<file path="src/design/aqtsq_pkg.sv">
// constants, types and register map of the acquisition trigger sequencer
// Function
// type 1 analog, 2 digital A, 3 digital B
// zero pretrigger: start trigger begins the total scans
// posttrigger start from analog or digital A; digital B illegal
// both counts nonzero: pretrigger scans first, trigger starts posttrigger
// pretrigger acquisition runs until the stop trigger
// software start: the software strobe begins scanning
// start and stop enabled: hardware start, then await stop
// start from digital B or analog, stop from digital A or analog
// pretrigger full, no stop: drop oldest scans, keep latest
// analog channel trigger, posttrigger: channel first in scan list
// analog channel trigger, pretrigger: single-channel scan list only; arming does not check chans_r
// digital B start, analog stop: dedicated input unless one channel; the code drives the select from the COMP register bit only
// type 4: external logic gate pauses and resumes scan clock
// shared clocks: gate low halts mid-scan, gate high resumes there
// type 5: analog comparator gates the scan clock
// type 6: comparator events drive a general-purpose output
// types 1, 5, 6 share the comparator; last enabled wins
// type 5 replaces any type 4 gating setup
// condition 1 fires on rising edge or rising slope
// fixed-pin parts take start then stop on one input
// after stop, collect total minus pretrigger scans, then end
package aqtsq_pkg;

   // register byte offsets
   localparam logic [7:0] ADDR_CTRL     = 8'h00;
   localparam logic [7:0] ADDR_START    = 8'h04;
   localparam logic [7:0] ADDR_STOP     = 8'h08;
   localparam logic [7:0] ADDR_GATE     = 8'h0C;
   localparam logic [7:0] ADDR_COMP     = 8'h10;
   localparam logic [7:0] ADDR_TOTAL    = 8'h14;
   localparam logic [7:0] ADDR_PRE      = 8'h18;
   localparam logic [7:0] ADDR_TIMING   = 8'h1C;
   localparam logic [7:0] ADDR_STATUS   = 8'h20;
   localparam logic [7:0] ADDR_SCANCNT  = 8'h24;
   localparam logic [7:0] ADDR_DISCARD  = 8'h28;
   localparam logic [7:0] ADDR_PINCFG   = 8'h2C;

   // field positions
   localparam int CTRL_ARM_BIT     = 0;
   localparam int CTRL_ABORT_BIT   = 1;
   localparam int TYPE_LSB         = 0;
   localparam int COND_LSB         = 4;
   localparam int COMP_OUT_EN_BIT  = 0;
   localparam int COMP_LEVEL_LSB   = 8;
   localparam int COMP_WINDOW_LSB  = 16;
   localparam int COMP_DEDIC_BIT   = 24;
   localparam int TIM_CHANS_LSB    = 16;
   localparam int STAT_ILLEGAL_BIT = 4;
   localparam int STAT_DONE_BIT    = 5;
   localparam int STAT_OWNER_LSB   = 8;
   localparam int PIN_SINGLE_BIT   = 0;

   // trigger type codes
   localparam logic [2:0] TT_NONE   = 3'h0;
   localparam logic [2:0] TT_ANALOG = 3'h1;
   localparam logic [2:0] TT_DIG_A  = 3'h2;
   localparam logic [2:0] TT_DIG_B  = 3'h3;
   localparam logic [2:0] TT_DGATE  = 3'h4;
   localparam logic [2:0] TT_AGATE  = 3'h5;
   localparam logic [2:0] TT_ACOUT  = 3'h6;

   // trigger conditions
   localparam logic [1:0] COND_RISE = 2'h1;
   localparam logic [1:0] COND_FALL = 2'h2;

   // reset values
   localparam logic [15:0] RST_CHAN_INTERVAL = 16'h0004;
   localparam logic [7:0]  RST_CHANS         = 8'h01;
   localparam logic [23:0] RST_TOTAL         = 24'h00_03E8;
   localparam logic [23:0] RST_PRE           = 24'h00_0000;

   typedef enum logic [2:0] {
      ST_IDLE,
      ST_WAIT_START,
      ST_PRE,
      ST_POST,
      ST_DONE
   } aqtsq_state_t;

endpackage

</file>
<file path="src/design/aqtsq_edge_det.sv">
// per-source edge detector with programmable polarity
module aqtsq_edge_det
   import aqtsq_pkg::*;
#(
   parameter int N = 3
) (
   input  wire logic           clk_sys,
   input  wire logic           rst_n,
   input  wire logic [N-1:0]   sigIn,
   input  wire logic [2*N-1:0] condIn,
   output logic      [N-1:0]   edgeOut
);

   logic [N-1:0] prev_r;

   for (genvar i = 0; i < N; i++) begin : g_src
      // last sample of each source
      always_ff @(posedge clk_sys) begin
         if (!rst_n) begin
            prev_r[i] <= 1'b0;
         end else begin
            prev_r[i] <= sigIn[i];
         end
      end

      // falling only on explicit request; any other code fires on rising
      always_comb begin
         if (condIn[2*i +: 2] == COND_FALL) begin
            edgeOut[i] = prev_r[i] & ~sigIn[i];
         end else begin
            edgeOut[i] = ~prev_r[i] & sigIn[i];
         end
      end
   end

endmodule // aqtsq_edge_det

</file>
<file path="src/design/aqtsq_sequencer.sv">
// acquisition trigger sequencer top with apb register file
module aqtsq_sequencer
   import aqtsq_pkg::*;
(
   input  wire logic        clk_sys,
   input  wire logic        rst_n,
   input  wire logic        psel,
   input  wire logic        penable,
   input  wire logic        pwrite,
   input  wire logic [7:0]  paddr,
   input  wire logic [31:0] pwdata,
   output logic      [31:0] prdata,
   output logic             pready,
   output logic             pslverr,
   input  wire logic        startTriggerPin,
   input  wire logic        stopTriggerPin,
   input  wire logic        externalTriggerPin,
   input  wire logic        externalScanGateInput,
   input  wire logic        analogCompareIn,
   output logic      [7:0]  compLevel,
   output logic      [7:0]  compWindow,
   output logic             dedicatedTriggerInputSel,
   output logic             comparatorEventOutput,
   output logic             channelClockPulse,
   output logic             scanClockPulse,
   output logic             acquiring,
   output logic             acqDone
);

   ////////////////////////////////////////////////////////////////////////////
   // register state

   logic [2:0]   startType_r, stopType_r, gateType_r, compOwner_r;
   logic [1:0]   startCond_r, stopCond_r, compOutCond_r, compCond_r;
   logic [7:0]   compLevel_r, compWindow_r, chans_r, chanIdx_r;
   logic [15:0]  chanInterval_r, chanDiv_r;
   logic [23:0]  total_r, pre_r, preHeld_r, postCnt_r, postTarget_r, scanCnt_r, discard_r;
   logic         compOutEn_r, dedicSel_r, singlePin_r, illegal_r;
   logic         chanPulse_r, scanPulse_r, compOut_r;
   aqtsq_state_t state_r;

   logic         wrEn, addrHit, armWr, abortWr, running, gateOpen, chanTick, scanTick;
   logic         preFull, startLegalPost, stopLegal, startLegalHw, pretrig, cfgIllegal;
   logic         digA, digB, digStart, digStop, compEv, startEv, stopEv;
   logic [2:0]   edges;

   ////////////////////////////////////////////////////////////////////////////
   // apb slave: zero wait states, error on unmapped offsets

   assign wrEn    = psel & penable & pwrite;
   assign pready  = 1'b1;
   assign pslverr = psel & penable & ~addrHit;
   assign armWr   = wrEn & (paddr == ADDR_CTRL) & pwdata[CTRL_ARM_BIT];
   assign abortWr = wrEn & (paddr == ADDR_CTRL) & pwdata[CTRL_ABORT_BIT];

   // address decode and read mux
   always_comb begin
      prdata  = 32'h0000_0000;
      addrHit = 1'b1;
      if (paddr == ADDR_CTRL) begin
         prdata = 32'h0000_0000;
      end else if (paddr == ADDR_START) begin
         prdata = {26'h000_0000, startCond_r, 1'b0, startType_r};
      end else if (paddr == ADDR_STOP) begin
         prdata = {26'h000_0000, stopCond_r, 1'b0, stopType_r};
      end else if (paddr == ADDR_GATE) begin
         prdata = {29'h0000_0000, gateType_r};
      end else if (paddr == ADDR_COMP) begin
         prdata = {7'h00, dedicSel_r, compWindow_r, compLevel_r,
                   2'h0, compOutCond_r, 3'h0, compOutEn_r};
      end else if (paddr == ADDR_TOTAL) begin
         prdata = {8'h00, total_r};
      end else if (paddr == ADDR_PRE) begin
         prdata = {8'h00, pre_r};
      end else if (paddr == ADDR_TIMING) begin
         prdata = {8'h00, chans_r, chanInterval_r};
      end else if (paddr == ADDR_STATUS) begin
         prdata = {21'h00_0000, compOwner_r, 2'h0, acqDone, illegal_r, 1'b0, state_r};
      end else if (paddr == ADDR_SCANCNT) begin
         prdata = {8'h00, scanCnt_r};
      end else if (paddr == ADDR_DISCARD) begin
         prdata = {8'h00, discard_r};
      end else if (paddr == ADDR_PINCFG) begin
         prdata = {31'h0000_0000, singlePin_r};
      end else begin
         addrHit = 1'b0;
      end
   end

   // configuration registers
   always_ff @(posedge clk_sys) begin
      if (!rst_n) begin
         startType_r    <= TT_NONE;
         startCond_r    <= COND_RISE;
         stopType_r     <= TT_NONE;
         stopCond_r     <= COND_RISE;
         gateType_r     <= TT_NONE;
         compOutEn_r    <= 1'b0;
         compOutCond_r  <= COND_RISE;
         compLevel_r    <= 8'h00;
         compWindow_r   <= 8'h00;
         dedicSel_r     <= 1'b0;
         total_r        <= RST_TOTAL;
         pre_r          <= RST_PRE;
         chanInterval_r <= RST_CHAN_INTERVAL;
         chans_r        <= RST_CHANS;
         singlePin_r    <= 1'b0;
      end else if (wrEn) begin
         if (paddr == ADDR_START) begin
            startType_r <= pwdata[TYPE_LSB +: 3];
            startCond_r <= pwdata[COND_LSB +: 2];
         end else if (paddr == ADDR_STOP) begin
            stopType_r <= pwdata[TYPE_LSB +: 3];
            stopCond_r <= pwdata[COND_LSB +: 2];
         end else if (paddr == ADDR_GATE) begin
            // one gate field: writing type 5 overwrites a type 4 setup
            gateType_r <= pwdata[TYPE_LSB +: 3];
         end else if (paddr == ADDR_COMP) begin
            compOutEn_r   <= pwdata[COMP_OUT_EN_BIT];
            compOutCond_r <= pwdata[COND_LSB +: 2];
            compLevel_r   <= pwdata[COMP_LEVEL_LSB +: 8];
            compWindow_r  <= pwdata[COMP_WINDOW_LSB +: 8];
            dedicSel_r    <= pwdata[COMP_DEDIC_BIT];
         end else if (paddr == ADDR_TOTAL) begin
            total_r <= pwdata[23:0];
         end else if (paddr == ADDR_PRE) begin
            pre_r <= pwdata[23:0];
         end else if (paddr == ADDR_TIMING) begin
            chanInterval_r <= pwdata[15:0];
            chans_r        <= pwdata[TIM_CHANS_LSB +: 8];
         end else if (paddr == ADDR_PINCFG) begin
            singlePin_r <= pwdata[PIN_SINGLE_BIT];
         end
      end
   end

   // comparator ownership: the last user enabled sets its polarity
   always_ff @(posedge clk_sys) begin
      if (!rst_n) begin
         compOwner_r <= TT_NONE;
         compCond_r  <= COND_RISE;
      end else if (wrEn) begin
         if ((paddr == ADDR_START) && (pwdata[TYPE_LSB +: 3] == TT_ANALOG)) begin
            compOwner_r <= TT_ANALOG;
            compCond_r  <= pwdata[COND_LSB +: 2];
         end else if ((paddr == ADDR_STOP) && (pwdata[TYPE_LSB +: 3] == TT_ANALOG)) begin
            compOwner_r <= TT_ANALOG;
            compCond_r  <= pwdata[COND_LSB +: 2];
         end else if ((paddr == ADDR_GATE) && (pwdata[TYPE_LSB +: 3] == TT_AGATE)) begin
            compOwner_r <= TT_AGATE;
            compCond_r  <= COND_RISE;
         end else if ((paddr == ADDR_COMP) && pwdata[COMP_OUT_EN_BIT]) begin
            compOwner_r <= TT_ACOUT;
            compCond_r  <= pwdata[COND_LSB +: 2];
         end
      end
   end

   // illegal configuration flag: a new error beats a same-cycle clear
   always_ff @(posedge clk_sys) begin
      if (!rst_n) begin
         illegal_r <= 1'b0;
      end else if (armWr && (state_r == ST_IDLE || state_r == ST_DONE) && cfgIllegal) begin
         illegal_r <= 1'b1;
      end else if (wrEn && (paddr == ADDR_STATUS) && pwdata[STAT_ILLEGAL_BIT]) begin
         illegal_r <= 1'b0;
      end
   end

   ////////////////////////////////////////////////////////////////////////////
   // trigger sources and conditioning

   // fixed-pin parts feed both digital triggers from one pin
   assign digA     = singlePin_r ? externalTriggerPin : startTriggerPin;
   assign digB     = singlePin_r ? externalTriggerPin : stopTriggerPin;
   assign digStart = (startType_r == TT_DIG_B) ? digB : digA;
   assign digStop  = digA;

   aqtsq_edge_det #(
      .N (3)
   ) u_edges (
      .clk_sys (clk_sys),
      .rst_n   (rst_n),
      .sigIn   ({digStop, digStart, analogCompareIn}),
      .condIn  ({stopCond_r, startCond_r, compCond_r}),
      .edgeOut (edges)
   );

   assign compEv  = edges[0];
   assign startEv = (startType_r == TT_ANALOG) ? compEv : edges[1];
   assign stopEv  = (stopType_r == TT_ANALOG) ? compEv : edges[2];

   // comparator event routed out when the output user owns it
   always_ff @(posedge clk_sys) begin
      if (!rst_n) begin
         compOut_r <= 1'b0;
      end else begin
         compOut_r <= compOutEn_r & (compOwner_r == TT_ACOUT) & compEv;
      end
   end

   ////////////////////////////////////////////////////////////////////////////
   // mode legality, evaluated when software arms

   assign pretrig        = (pre_r != 24'h00_0000);
   assign startLegalPost = (startType_r == TT_ANALOG) | (startType_r == TT_DIG_A);
   assign stopLegal      = (stopType_r == TT_ANALOG) | (stopType_r == TT_DIG_A);
   assign startLegalHw   = (startType_r == TT_DIG_B) | (startType_r == TT_ANALOG);
   always_comb begin
      if (!pretrig) begin
         cfgIllegal = ~startLegalPost;
      end else begin
         cfgIllegal = (total_r <= pre_r) | ~stopLegal |
                      ~((startType_r == TT_NONE) | startLegalHw);
      end
   end

   ////////////////////////////////////////////////////////////////////////////
   // scan and channel clock, one shared clock that gating freezes

   assign running = (state_r == ST_PRE) || (state_r == ST_POST);
   always_comb begin
      if (gateType_r == TT_DGATE) begin
         gateOpen = externalScanGateInput;
      end else if (gateType_r == TT_AGATE) begin
         gateOpen = analogCompareIn;
      end else begin
         gateOpen = 1'b1;
      end
   end
   assign chanTick = running & gateOpen & (chanDiv_r == 16'h0000);
   assign scanTick = chanTick & (chanIdx_r >= chans_r - 8'h01);
   assign preFull  = (preHeld_r == pre_r);

   // divider and channel index hold while the gate is closed
   always_ff @(posedge clk_sys) begin
      if (!rst_n) begin
         chanDiv_r <= 16'h0000;
         chanIdx_r <= 8'h00;
      end else if (!running) begin
         chanDiv_r <= 16'h0000;
         chanIdx_r <= 8'h00;
      end else if (gateOpen) begin
         if (chanTick) begin
            chanDiv_r <= chanInterval_r - 16'h0001;
            chanIdx_r <= scanTick ? 8'h00 : chanIdx_r + 8'h01;
         end else begin
            chanDiv_r <= chanDiv_r - 16'h0001;
         end
      end
   end

   // registered clock pulses toward the converter
   always_ff @(posedge clk_sys) begin
      if (!rst_n) begin
         chanPulse_r <= 1'b0;
         scanPulse_r <= 1'b0;
      end else begin
         chanPulse_r <= chanTick;
         scanPulse_r <= scanTick;
      end
   end

   ////////////////////////////////////////////////////////////////////////////
   // acquisition sequence

   always_ff @(posedge clk_sys) begin
      if (!rst_n) begin
         state_r      <= ST_IDLE;
         postTarget_r <= 24'h00_0000;
      end else if (abortWr) begin
         state_r <= ST_IDLE;
      end else begin
         case (state_r)
            ST_IDLE, ST_DONE: begin
               if (armWr && !cfgIllegal) begin
                  if (!pretrig) begin
                     state_r      <= ST_WAIT_START;
                     postTarget_r <= total_r;
                  end else if (startType_r == TT_NONE) begin
                     state_r <= ST_PRE;
                  end else begin
                     state_r <= ST_WAIT_START;
                  end
               end
            end
            ST_WAIT_START: begin
               if (startEv) begin
                  state_r <= pretrig ? ST_PRE : ST_POST;
               end
            end
            ST_PRE: begin
               // stop accepted only once the pretrigger window is filled
               if (stopEv && preFull) begin
                  state_r      <= ST_POST;
                  postTarget_r <= total_r - pre_r;
               end
            end
            ST_POST: begin
               // zero total in posttrigger mode runs until abort
               if (scanTick && (postTarget_r != 24'h00_0000) &&
                   (postCnt_r + 24'h00_0001 == postTarget_r)) begin
                  state_r <= ST_DONE;
               end
            end
            default: begin
               state_r <= ST_IDLE;
            end
         endcase
      end
   end

   // scan counters
   always_ff @(posedge clk_sys) begin
      if (!rst_n) begin
         preHeld_r <= 24'h00_0000;
         postCnt_r <= 24'h00_0000;
         scanCnt_r <= 24'h00_0000;
         discard_r <= 24'h00_0000;
      end else if (armWr && (state_r == ST_IDLE || state_r == ST_DONE)) begin
         preHeld_r <= 24'h00_0000;
         postCnt_r <= 24'h00_0000;
         scanCnt_r <= 24'h00_0000;
         discard_r <= 24'h00_0000;
      end else if (scanTick) begin
         scanCnt_r <= scanCnt_r + 24'h00_0001;
         if (state_r == ST_PRE) begin
            if (preFull) begin
               discard_r <= discard_r + 24'h00_0001;
            end else begin
               preHeld_r <= preHeld_r + 24'h00_0001;
            end
         end else begin
            postCnt_r <= postCnt_r + 24'h00_0001;
         end
      end
   end

   ////////////////////////////////////////////////////////////////////////////
   // outputs

   assign compLevel                = compLevel_r;
   assign compWindow               = compWindow_r;
   assign dedicatedTriggerInputSel = dedicSel_r;
   assign comparatorEventOutput    = compOut_r;
   assign channelClockPulse        = chanPulse_r;
   assign scanClockPulse           = scanPulse_r;
   assign acquiring                = running;
   assign acqDone                  = (state_r == ST_DONE);

endmodule // aqtsq_sequencer

</file>
<file path="config.mk">
export PLATFORM = sky130hd
export DESIGN_NAME = aqtsq_sequencer
export DESIGN_NICKNAME = d
export VERILOG_FILES = /design/src/design/aqtsq_pkg.sv /design/src/design/aqtsq_edge_det.sv /design/src/design/aqtsq_sequencer.sv
export SDC_FILE = /design/constraint.sdc
export NUM_CORES = 1
export LEC_CHECK = 0
export BUFFER_PORTS_ARGS = -buffer_cell sky130_fd_sc_hd__clkbuf_2
export CAP_MARGIN = 20
export CORE_MARGIN = 10
export CORE_UTILIZATION = 45
export CTS_CLUSTER_SIZE = 24
export DETAILED_ROUTE_END_ITERATION = 8
export GPL_TIMING_DRIVEN = 0
export SLEW_MARGIN = 10
export SYNTH_ARGS = -nofsm -noshare
export SYNTH_HDL_FRONTEND = slang
export SYNTH_SLANG_ARGS = --single-unit
</file>
<file path="constraint.sdc">
create_clock -name clk_sys -period 5.9 [get_ports clk_sys]
set_input_delay 1.475 -clock clk_sys [delete_from_list [all_inputs] [get_ports clk_sys]]
set_output_delay 1.475 -clock clk_sys [all_outputs]
set_load 0.1 [all_outputs]
</file>
==> After elaboration in Yosys (flattened, before gate mapping) <==
Index checks and enable logic that the tools add are counted.
{ "totals": {"register_bits": 265, "latch_bits": 0, "ramBits": 0, "romBits": 0, "in_bits": 50, "output_inout_bits": 56, "elab_cells": 224, "n_memories": 0} }
{ "op_classes": {"n_addsub": 9, "multipliers": 0, "n_div": 0, "n_lt_le_gt_ge": 2, "eq_ne": 35, "shifts": 0, "mux": 59, "bitwise": 44, "n_reduce_logical": 43} }
{ "op_table": {"columns": ["cell", "count"], "rows": [
  ["24-bit two-way mux", 9],
  ["25-bit two-way mux", 5],
  ["24-bit by 1-bit adder with 24-bit output (second input constant)", 4],
  ["24-bit == test", 2],
  ["24-bit one-hot mux with 2 select lines", 1],
  ["24-bit nonzero test", 2],
  ["8-bit by 5-bit == test with 1-bit output (second input constant)", 4],
  ["8-bit by 6-bit == test with 1-bit output (second input constant)", 4],
  ["16-bit by 1-bit subtractor with 16-bit output (second input constant)", 2],
  ["1-bit two-way mux", 27],
  ["24-bit less-or-equal comparator", 1],
  ["3-bit two-way mux", 8],
  ["24-bit subtractor", 1],
  ["1-bit NOT", 21],
  ["1-bit AND", 17],
  ["8-bit by 4-bit == test with 1-bit output (second input constant)", 2],
  ["16-bit zero test", 1],
  ["16-bit two-way mux", 1],
  ["3-bit by 2-bit == test with 1-bit output (second input constant)", 5],
  ["3-bit == test (second input constant)", 5],
  ["3-bit by 1-bit == test with 1-bit output (second input constant)", 4],
  ["1-bit logical AND", 12],
  ["2-bit two-way mux", 6],
  ["3-bit one-hot mux with 4 select lines", 1],
  ["24 further kinds", 47]
]} }

==> Depth between registers and ports, before layout <==
Gate-level depths: netlist of the first run.
{ "depth": {"depth_word": 15, "mapped_depth": 14, "depth_no_buf": 13} }

==> Modules after synthesis <==
From an unflattened synthesis of the first run, not the netlist that was laid out.
{ "unflattened": {"hier_cells": 2041, "area_unflattened_um2": 15407.3} }
{ "by_module_without_submodules": {"columns": ["mod", "instances", "cells_per_inst", "area_each_um2", "seq_area_each_um2"], "rows": [
  ["aqtsq_sequencer", 1, 2023, 15242.1, 5245.0],
  ["aqtsq_edge_det", 1, 18, 165.2, 60.1]
]} }

==> Least setup slack after synthesis of the first run <==
Ideal clock, no wire load.
{ "synth_path": {"kind": "input -> output", "from": "input port paddr[1]", "to": "output port pslverr", "arrival_ps": 5376, "required_ps": 4425, "path_slack_ps": -951, "cell_stages": 7, "path_buffers": 2, "path_cell_list": "nor2_1 > nand3b_1 > or2_2 > clkbuf_1 > nand2_1 > clkbuf_1 > nor4_1"} }
{ "synth_via": {"elab_chain_cells": 15, "word_cells_on_any_way": 26, "classes_between": "11 x eq/ne; 12 x mux; 2 x bitwise; 1 x reduce/logical"} }
{ "synth_rtl": {"columns": ["element", "line", "text"], "rows": [
  ["from (decl)", "aqtsq_sequencer.sv:10", "input wire logic [7:0] paddr,"],
  ["8-bit by 6-bit == test with 1-bit output", "aqtsq_sequencer.sv:83", "end else if (paddr == ADDR_PINCFG) begin"],
  ["1-bit two-way mux", "aqtsq_sequencer.sv:83", null],
  ["1-bit two-way mux", "aqtsq_sequencer.sv:81", "end else if (paddr == ADDR_DISCARD) begin"],
  ["1-bit two-way mux", "aqtsq_sequencer.sv:79", "end else if (paddr == ADDR_SCANCNT) begin"],
  ["1-bit two-way mux", "aqtsq_sequencer.sv:77", "end else if (paddr == ADDR_STATUS) begin"],
  ["1-bit two-way mux", "aqtsq_sequencer.sv:75", "end else if (paddr == ADDR_TIMING) begin"],
  ["1-bit two-way mux", "aqtsq_sequencer.sv:73", "end else if (paddr == ADDR_PRE) begin"],
  ["1-bit two-way mux", "aqtsq_sequencer.sv:71", "end else if (paddr == ADDR_TOTAL) begin"],
  ["1-bit two-way mux", "aqtsq_sequencer.sv:68", "end else if (paddr == ADDR_COMP) begin"],
  ["1-bit two-way mux", "aqtsq_sequencer.sv:66", "end else if (paddr == ADDR_GATE) begin"],
  ["1-bit two-way mux", "aqtsq_sequencer.sv:64", "end else if (paddr == ADDR_STOP) begin"],
  ["1-bit two-way mux", "aqtsq_sequencer.sv:62", "end else if (paddr == ADDR_START) begin"],
  ["1-bit two-way mux (*)", "aqtsq_sequencer.sv:60", "if (paddr == ADDR_CTRL) begin"],
  ["1-bit NOT (*)", "aqtsq_sequencer.sv:52", "assign pslverr = psel & penable & ~addrHit;"],
  ["1-bit AND (*)", "aqtsq_sequencer.sv:52", null],
  ["to (decl)", "aqtsq_sequencer.sv:14", "output logic pslverr,"]
]} }
Every way passes the cells marked *; elsewhere a longest branch is shown, timed or not.

==> Final worst setup path of the first run <==
{ "layout_path": {"from": "input port paddr[1]", "to": "output port prdata[2]"} }
{ "layout_via": {"elab_chain_cells": 12, "word_cells_on_any_way": 22, "classes_between": "10 x eq/ne; 11 x mux; 1 x reduce/logical"} }
{ "layout_rtl": {"columns": ["element", "line", "text"], "rows": [
  ["8-bit by 6-bit == test with 1-bit output", "aqtsq_sequencer.sv:81", null],
  ["24-bit two-way mux", "aqtsq_sequencer.sv:81", null],
  ["24-bit two-way mux", "aqtsq_sequencer.sv:79", null],
  ["24-bit two-way mux", "aqtsq_sequencer.sv:77", null],
  ["24-bit two-way mux", "aqtsq_sequencer.sv:75", null],
  ["24-bit two-way mux", "aqtsq_sequencer.sv:73", null],
  ["24-bit two-way mux", "aqtsq_sequencer.sv:71", null],
  ["25-bit two-way mux", "aqtsq_sequencer.sv:68", null],
  ["25-bit two-way mux", "aqtsq_sequencer.sv:66", null],
  ["25-bit two-way mux", "aqtsq_sequencer.sv:64", null],
  ["25-bit two-way mux", "aqtsq_sequencer.sv:62", null],
  ["25-bit two-way mux (*)", "aqtsq_sequencer.sv:60", null],
  ["to (decl)", "aqtsq_sequencer.sv:12", "output logic [31:0] prdata,"]
]} }
Marks and branches as above.

==> results of run 1 <==
[sequential cells by signal, summed over array words and instances (netlist names), 3 cells and up]
name / cells
startType_r: 3
pre_r: 24
postTarget_r: 24
postCnt_r: 24
chanDiv_r: 16
chanInterval_r: 16
compWindow: 8
scanCnt_r: 24
chans_r: 8
gateType_r: 3
u_edges.prev_r: 3
chanIdx_r: 8
stopType_r: 3
discard_r: 24
compOwner_r: 3
state_r: 3
preHeld_r: 24
total_r: 24
compLevel: 8
[cells by family (layout without fill, tap and decap cells)]
family                   count (synthesis)  in the layout  synth area share (%)
XOR/XNOR                               154            154                  8.88
buffers and inverters                  161            312                  4.25
flip-flops                             265            265                  34.9
AND/OR/NAND/NOR                        879            879                  27.6
AO/OA/AOI/OAI                          473            473                  19.3
other                                    2              9                0.0495
adder cells (fa/ha/maj)                 40             40                  3.35
multiplexers                            24             24                  1.62
[cells in the mapped netlist, types with 4 or more instances]
cell,number,area [sq um]
nor2b_1,12,75.1
or2_2,7,43.8
buf_4,9,67.6
a21oi_1,185,926
nor4_1,42,263
or3_1,38,238
a222oi_1,8,80.1
a22o_1,13,114
o22ai_1,21,131
a2111oi_0,4,35.0
nand4_1,39,244
a211oi_1,41,308
nand2b_1,15,93.8
ha_1,39,488
o21a_1,6,45.0
nor2_1,180,676
o21bai_1,5,37.5
mux2_2,5,56.3
and3_1,28,175
nand3_1,78,390
inv_1,48,180
xnor2_1,81,709
and4_1,12,105
xor2_1,73,639
o21ai_0,102,510
a21o_1,9,67.6
or4_1,7,52.6
and2_1,18,113
nor3_1,42,210
nand3b_1,9,67.6
a31oi_1,19,119
o221ai_1,6,52.6
dfxtp_1,265,5310
clkbuf_1,100,375
nand2_1,331,1240
o41ai_1,5,43.8
o211ai_1,4,30.0
mux2i_1,19,190
nor4b_1,5,43.8
a22oi_1,6,45.0
[layer usage]
layer / global-route usage (%) / wire (um) / vias to the layer above
met1: 37.8 / 26000 / 7444
met3: 6.44 / 5730 / 120
met5: 0 / 0 / -
li1: - / - / 7362
met4: 10.4 / 2230 / 0
met2: 41.0 / 25400 / 756
[where the power goes]
group / switching (mW) / total [mW] / internal [mW]
logic: 1.05 / 1.62 / 0.567
clock network: 0.821 / 2.21 / 1.39
registers: 0.118 / 2.00 / 1.89
[worst max-delay path, cell delays in order]
cell      delay (ns)
clkbuf_2        0.11
nor2_2          0.29
nand3b_1        0.31
or2_2           0.36
clkbuf_1        0.24
nand2_1         0.35
clkbuf_2        0.39
nor2_1          0.13
o21ai_1         0.27
clkbuf_4        0.41
[final timing paths]
| kind | start | endpoint | cells after the start |
|---|---|---|---|
| max | paddr[1] | prdata[2] | 10 |
| min | compOutCond_r[1]$_SDFFE_PN0P_ | compOutCond_r[1]$_SDFFE_PN0P_ | 2 |
| max reg2reg | gateType_r[0]$_SDFFE_PN0P_ | chanDiv_r[14]$_SDFFE_PN0N_ | 15 |
| min reg2reg | compOutCond_r[1]$_SDFFE_PN0P_ | compOutCond_r[1]$_SDFFE_PN0P_ | 2 |
[final cells by class]
cell class                 count  area (sq um)
clock buffer                  52          1040
antenna                        1          2.50
clock inverter                 6           134
timing repair buffer          93           498
inverter                      49           184
buffer                       112           470
fill                        3276         16000
multi-input combinational   1578          9300
sequential                   265          5310
tap                          448           561
[timing repair]
item / 4_1_cts / 5_1_grt
resized for setup: 14 / 9
setup buffers: 0 / 0
hold endpoints to repair: 0 / 0
setup endpoints to repair: 22 / 23
[stage by stage]
stage,setup TNS (ns),util [%]
floorplan,0,-
global placement,-5.91,48.5
detailed placement,-3.76,48.7
CTS,0,52.3
global route,0,52.3
finish,0,52.3
==> impl_metrics.toml, run 1 <==
[synthesis]
syn-cell-area_sq_mm = 0.0152
syn_avg_cell_area_sq_um = 7.60
async_reset_ff_share_pct = 0
syn_inst = 1998
yosysWarningCount = 0
yosysSeqAreaShare_pct = 34.9
synth_edf_count = 0
synth_cell_types = 76
ys_ff_latch = 265
synth_flop_cell = "dfxtp_1"

[drt]
drc_errors = 0
via_per_inst = 6.02
post_drt_wl_per_cell_um = 22.8
drtIter0Drc = 1705
drt.antenna.violating_nets = 0
num_vias = 15700
firstDrtPassIters = 6
drt_wl_total_um = 59300

[min_path]
worstHoldPathType = "flip-flop to flip-flop"

[cells_and_area]
layout_common_cells = "nand2_1 (331), dfxtp_1 (265), a21oi_1 (185)"
final_nets = 2223
layout_commonest_cell = "nand2_1"
drive_above_1_share_pct = 8.86
area_growth_pct = 15.2
final_cells = 2604
fin_area_sq_mm = 0.0175

[critical_path]
cp_max_fo = 10
reg2reg_slack_ns = 0.99
endpoint_kind = "primary output"
critPathRequiredTime_ns = 4.43
worstPathArrival_ns = 4.35
start_kind = "input pin"
crit_type = "input pin to primary output"

[floorplan]
ioPinCount = 106
num_rows = 67
fp.dieW_um = 204
initial_core_util_pct = 45.4
dieArea_sq_mm = 0.0415
die_y_um = 204
coreArea_sq_mm = 0.0334

[run_status]
status = "finished clean"

[timing]
finClkSkew_ns = 0.0244
finalHoldViolCount = 0
max_clock_freq_mhz = 172
max_slew_margin_pct = 27.5
finalWorstSetupSlack_ns = 0.0790
setup_viol = 0
hold_slack_ns = 0.468
rsz0062_at_grt = "false"
maxSlewViolCount = 0
period_share_pct = 98.7
layout_min_cycle_time_ns = 5.82
worst_pin_slew_ns = 1.09

[cts]
hold_buffers = 0
clockBufferDepth = 3
cts-buffers-inserted = 34
htreeDepth = 2
clockRootBuffer = "clkbuf_16"
cts.reportedPaths.clkPinSlew_ns = 0.06
cts_tree = "yes"
clk_latency_ns = 0.54
cts_sinks = 265

[power_and_ir_drop]
power.total_mw = 5.83
p_leak_nw = 6.35
vdd_drop_max_mv = 0.245
powerDensity_mw_per_mm2 = 333

[place]
placedCellCount = 2544
hpwlAfterDp_um = 45400
io_buffers = 87
place_worst_setup_slack_ns = -0.289
placed_cell_area_sq_mm = 0.0163
gp_congestion = 0.960

[grt]
antenna_found_initial = 0
grt_max_degree = 13
grt_pass1_wl_um = 88900
overflow = 0
grt_usage_pct = 27.5
grt_pass1_vias = 14500

[run]
cap_violations = 0
(Power assumes the default switching activity.)
==> inputs of run 2 (changes only) <==
- SYNTH_HIERARCHICAL: not set -> 1
==> impl_metrics.toml, run 2 <==
[synthesis]
synth_top_area_cell = "dfxtp_1"
syn_inst = 2041
syn_avg_cell_area_sq_um = 7.55
synth_edf_count = 0
yosysWarningCount = 6
yosysSeqAreaShare_pct = 34.4
yosysMostFrequentCell = "nand2_1"
syn-cell-area_sq_mm = 0.0154
async_reset_ff_share_pct = 0
synth_flop_cell = "dfxtp_1"
synth_top_area_share_pct = 34.4
synth_cell_types = 76
ys_ff_latch = 265
yosys-top-cells-area = "dfxtp_1 (34%), nand2_1 (8.5%), a21oi_1 (6.1%), xor2_1 (4.5%), xnor2_1 (4.2%)"
synth_common_cells = "nand2_1 (348), dfxtp_1 (265), a21oi_1 (188)"

[power_and_ir_drop]
p_sw_share_pct = 24.1
p_switching_mw = 0.962
combPwrFrac_pct = 4.1
power_frac_seq_pct = 44.8
p_clk_share_pct = 51.2
p_int_mw = 3.04
powerDensity_mw_per_mm2 = 227
vdd_drop_max_mv = 0.248
p_leak_nw = 6.47

[cells_and_area]
drive_above_1_share_pct = 8.95
layout_commonest_cell = "nand2_1"
final_nets = 2256
area_growth_pct = 14.2
num_antenna_cells = 0
fin_area_sq_mm = 0.0176
layout_common_cells = "nand2_1 (348), dfxtp_1 (265), a21oi_1 (186)"

[cts]
cts.reportedPaths.clkPinSlew_ns = 0.06
cts-buffers-inserted = 31
cts_tree = "yes"
cts_sinks = 265
clockRootBuffer = "clkbuf_16"
clk_latency_ns = 0.58
clockBufferDepth = 3
htreeDepth = 1

[critical_path]
slowest_stage = "or4b_2"
max_stage_delay_ns = 0.78
crit_family = "simple AND/OR/NAND/NOR gates"
crit_type = "input pin to primary output"
critPathBufInv = 3
crit_chain = "clkbuf_2 -> or4b_2 -> nor2_2 -> clkbuf_2 -> nand2_1 -> a31oi_1 -> nor2_1 -> o21ai_1 -> clkbuf_2"
worstPathArrival_ns = 4.41
start_kind = "input pin"
cpMostUsedCell = "clkbuf_2"
critPathRequiredTime_ns = 4.43
endpoint_kind = "primary output"
cp_max_fo = 10

[place]
place_worst_setup_slack_ns = -0.558
placed_cell_area_sq_mm = 0.0165
hpwlAfterDp_um = 46700
gp_congestion = 0.990
io_buffers = 86

[grt]
antenna_found_initial = 0
overflow = 0
grt_pass1_wl_um = 90600
grt_usage_pct = 27.8
grt_pass1_vias = 14900
grt_max_degree = 16

[timing]
max_slew_margin_pct = 18.4
max_clock_freq_mhz = 170
layout_min_cycle_time_ns = 5.88
period_share_pct = 99.7
maxSlewViolCount = 0
finalWorstSetupSlack_ns = 0.0160
rsz0062_at_grt = "false"
worst_pin_slew_ns = 1.22
finClkSkew_ns = 0.0159
setup_viol = 0
finalHoldViolCount = 0

[drt]
drc_errors = 0
firstDrtPassIters = 7
num_vias = 16000
drt.antenna.violating_nets = 0
via_per_inst = 6.07
drtIter0Drc = 1416
post_drt_wl_per_cell_um = 23.0
drt_wl_total_um = 60600

[floorplan]
ioPinCount = 106
initial_core_util_pct = 45.8
dieArea_sq_mm = 0.0420
fp.dieW_um = 205
die_y_um = 205
num_rows = 67
coreArea_sq_mm = 0.0336

[run]
cap_violations = 0

[run_status]
status = "finished clean"

[min_path]
worstHoldPathType = "flip-flop to flip-flop"
run 2: cell count changes after synthesis, sizes merged, moves of 10 or more:
cell,before,now
nand2,331,348
a211oi,41,25
a311oi,3,15
nor3,42,54
nor2,180,170
o2111ai,2,12
run 2: area by class of cell:
class / count / area, sq um
multi-input cells: 1603 / 9490
clock inverters: 17 / 208
fillers: 3386 / 16000
well taps: 448 / 561
flip-flops and latches: 265 / 5310
repair buffers: 86 / 443
inverters: 59 / 221
clock buffers: 41 / 873
plain buffers: 120 / 500
run 2: kinds of logic after synthesis:
logic type / Yosys count / share of synthesized area (%)
mux: 21 / 1.40
fa+ha+maj: 40 / 3.30
simple gates: 896 / 27.8
compound gates: 484 / 19.6
other cells: 2 / 0.0487
flops: 265 / 34.4
xor+xnor: 154 / 8.75
buf+inv: 179 / 4.63
run 2: per-layer routing:
metal  vias to the layer above  global-route usage [%]  share of wire, %
li1                       7519                       -                 -
met1                      7666                    38.0                44
met2                       705                    43.4                44
met3                       136                    4.94               8.5
met4                         0                    9.16               3.7
met5                         -                       0                 0
run 2: path summary, 6_finish.rpt:
path	startpoint	end	slack (ns)	cells after the start
setup / recovery	paddr[4]	prdata[8]	0.02	9
hold reg to reg	compOutCond_r[1]$_SDFFE_PN0P_	compOutCond_r[1]$_SDFFE_PN0P_	0.48	2
hold / removal	compOutCond_r[1]$_SDFFE_PN0P_	compOutCond_r[1]$_SDFFE_PN0P_	0.48	2
setup reg to reg	total_r[0]$_SDFFE_PN0P_	postTarget_r[14]$_SDFFE_PN0P_	1.33	13
run 2: what timing repair did:
action                     in CTS  in global routing
setup buffers                   0                  0
resized for setup              11                 17
hold buffers                    0                  0
setup endpoints to repair      24                 19
run 2: tightest hold or removal path, delay by kind of cell (launching register included):
kind,cells,cell delay [ns]
simple gates,1,0.06
flops,1,0.32
compound gates,1,0.05
run 2: metrics by stage:
| step | std cells | setup TNS [ns] | utilization [%] | power, mW | hold WS (ns) |
|---|---|---|---|---|---|
| after floorplan | 2047 | -0.0134 | - | 1.92 | 0.428 |
| after global placement | 2581 | -7.53 | 48.9 | 1.99 | 0.462 |
| after detailed placement | 2581 | -8.06 | 49.0 | 1.99 | 0.464 |
| after CTS | 2639 | 0 | 52.3 | 4.02 | 0.472 |
| after global routing | 2639 | 0 | 52.3 | 4.09 | 0.498 |
| final | 2639 | 0 | 52.3 | 4.00 | 0.476 |
run 2: power by group through the flow:
stage | Sequential, mW | Clock [mW] | Combinational [mW]
final | 1.79 | 2.05 | 0.162
after global placement | 1.83 | 0 | 0.157
after detailed placement | 1.83 | 0 | 0.158
after CTS | 1.79 | 2.07 | 0.159
after floorplan | 1.83 | 0 | 0.0876
after global routing | 1.79 | 2.13 | 0.168
==> inputs of run 3 (changes only) <==
- ABC_AREA: not set -> 1
==> impl_metrics.toml, run 3 <==
[cts]
hold_buffers = 0
cts_tree = "yes"
cts_resized = 0
cts.reportedPaths.clkPinSlew_ns = 0.06
htreeDepth = 2
cts_sinks = 265
cts-buffers-inserted = 35
clk_latency_ns = 0.55
post_cts_buffers = 0
clockBufferDepth = 3
clockRootBuffer = "clkbuf_16"

[timing]
rsz0062_at_grt = "false"
finalWorstSetupSlack_ns = 0.183
maxSlewViolCount = 0
setup_viol = 0
hold_slack_ns = 0.460
period_share_pct = 96.9
layout_min_cycle_time_ns = 5.72
worst_pin_slew_ns = 0.897
max_clock_freq_mhz = 175
finalHoldViolCount = 0
max_slew_margin_pct = 40.0
finClkSkew_ns = 0.0288

[grt]
grt_pass1_vias = 16700
grt_pass1_wl_um = 95600
antenna_found_initial = 0
overflow = 0
grt_max_degree = 12
grt_usage_pct = 27.2

[synthesis]
yosysSeqAreaShare_pct = 32.0
synth_cell_types = 58
syn_inst = 2583
synth_edf_count = 0
yosysWarningCount = 6
syn_avg_cell_area_sq_um = 6.41
yosys-top-cells-area = "dfxtp_1 (32%), nand2_1 (14%), a21oi_1 (8.1%), inv_1 (7.3%), o21ai_0 (6.3%)"
synth_common_cells = "nand2_1 (614), inv_1 (323), a21oi_1 (269)"
syn-cell-area_sq_mm = 0.0166
async_reset_ff_share_pct = 0
synth_top_area_share_pct = 32.0
yosysMostFrequentCell = "nand2_1"
synth_flop_cell = "dfxtp_1"
synth_top_area_cell = "dfxtp_1"
ys_ff_latch = 265

[drt]
firstDrtPassIters = 5
num_vias = 18000
drc_errors = 0
drt.antenna.violating_nets = 0
via_per_inst = 5.60
post_drt_wl_per_cell_um = 19.5
drt_wl_total_um = 62600
drtIter0Drc = 1586

[place]
gp_congestion = 1.02
placed_cell_area_sq_mm = 0.0176
place_worst_setup_slack_ns = 0.260
hpwlAfterDp_um = 50200
io_buffers = 90

[cells_and_area]
drive_above_1_share_pct = 9.09
fill_cells = 3872
fin_util_pct = 51.6
final_nets = 2806
fin_area_sq_mm = 0.0188
layout_common_cells = "nand2_1 (614), inv_1 (323), a21oi_1 (269)"
area_growth_pct = 13.4
layout_commonest_cell = "nand2_1"

[critical_path]
endpoint_kind = "primary output"
worstPathArrival_ns = 4.24
crit_type = "input pin to primary output"
slowest_stage = "nor2_1"
crit_chain = "clkbuf_2 -> nor2_1 -> nand2_1 -> inv_1 -> nand2_1 -> nor2_1 -> inv_2 -> clkbuf_1 -> o21ai_0 -> o21ai_0 -> o211ai_1 -> clkbuf_2"
critPathBufInv = 5
cp_max_fo = 10
start_kind = "input pin"
max_stage_delay_ns = 0.70
critPathRequiredTime_ns = 4.43
crit_family = "buffers and inverters"

[power_and_ir_drop]
p_leak_nw = 7.60
vdd_drop_max_mv = 0.254
powerDensity_mw_per_mm2 = 317
power.total_mw = 5.95

[min_path]
worstHoldPathType = "flip-flop to flip-flop"

[floorplan]
num_rows = 70
initial_core_util_pct = 45.5
coreArea_sq_mm = 0.0364
ioPinCount = 106
fp.dieW_um = 212
dieArea_sq_mm = 0.0449
die_y_um = 212

[run_status]
status = "finished clean"

[run]
cap_violations = 0
run 3: changes by cell type in the layout (fill, tap and decap cells not counted), moves of 48 or more:
cell and delta:
nand2_1 +266, a21oi_1 +83, nor2_1 +70, xnor2_1 -48, inv_1 +265, o21ai_0 +135
run 3: stage by stage:
step / setup TNS, ns / std cells
6_report: 0 / 3208
3_3_place_gp: 0 / 3147
3_5_place_dp: 0 / 3147
5_1_grt: 0 / 3207
2_1_floorplan: -0.589 / 2589
4_1_cts: 0 / 3207
run 3: layout make-up:
class | instances | area, sq um | share of cell area, %
Antenna cell | 1 | 2.50 | 0.0133
Buffer | 89 | 417 | 2.22
Clock buffer | 52 | 1030 | 5.49
Clock inverter | 8 | 105 | 0.559
Inverter | 345 | 1290 | 6.89
Multi-Input combinational cell | 1890 | 9590 | 51.1
Sequential cell | 265 | 5310 | 28.2
Tap cell | 468 | 586 | 3.12
Timing Repair Buffer | 90 | 450 | 2.40
run 3: per-layer routing:
| metal | part of all wire [%] | up-vias | wire, um | global-route usage, % |
|---|---|---|---|---|
| met3 | 6.7 | 110 | 4230 | 3.37 |
| met4 | 3.5 | 0 | 2180 | 9.72 |
| met2 | 48 | 679 | 29800 | 46.1 |
| li1 | - | 8828 | - | - |
| met1 | 42 | 8355 | 26400 | 34.7 |
| met5 | 0 | - | 0 | 0 |
run 3: path summary, 6_finish.rpt:
| kind | startpoint | endpoint | slack [ns] | cells past startpoint |
|---|---|---|---|---|
| worst max-delay path | paddr[1] | prdata[5] | 0.18 | 12 |
| worst min-delay path | compOwner_r[0]$_SDFFE_PN0P_ | comparatorEventOutput$_SDFF_PN0_ | 0.46 | 1 |
| worst max register to register | chans_r[0]$_SDFFE_PN1P_ | preHeld_r[18]$_SDFFE_PP0P_ | 1.69 | 16 |
| worst min register to register | compOwner_r[0]$_SDFFE_PN0P_ | comparatorEventOutput$_SDFF_PN0_ | 0.46 | 1 |
run 3: worst reg2reg max path, cell delays in order (launching register included):
cell,delay [ns]
dfxtp_1,0.29
inv_1,0.17
ha_1,0.22
nand2_1,0.09
nor3_1,0.20
xor2_1,0.18
inv_1,0.06
ha_1,0.27
nand2_1,0.07
o2111ai_1,0.67
nand2_1,0.67
inv_2,0.38
nand3_4,0.22
inv_2,0.21
buf_4,0.21
nand2_1,0.07
a21oi_1,0.13
run 3: where the power goes:
part / internal, mW / switching (mW) / total [mW]
Sequential: 1.94 / 0.148 / 2.09
Clock: 1.29 / 0.847 / 2.14
Combinational: 0.532 / 1.19 / 1.72
Total: 3.77 / 2.18 / 5.95
run 3: kinds of logic after synthesis:
kind of cell | after synthesis | synth area share [%]
AOI/OAI and AO/OA | 590 | 19.4
xor gates and xnor gates | 76 | 4.02
adders and majority gates | 40 | 3.07
buffers and inverters | 434 | 10.3
DFF | 265 | 32.0
other | 2 | 0.0453
and+or+nand+nor | 1176 | 31.1
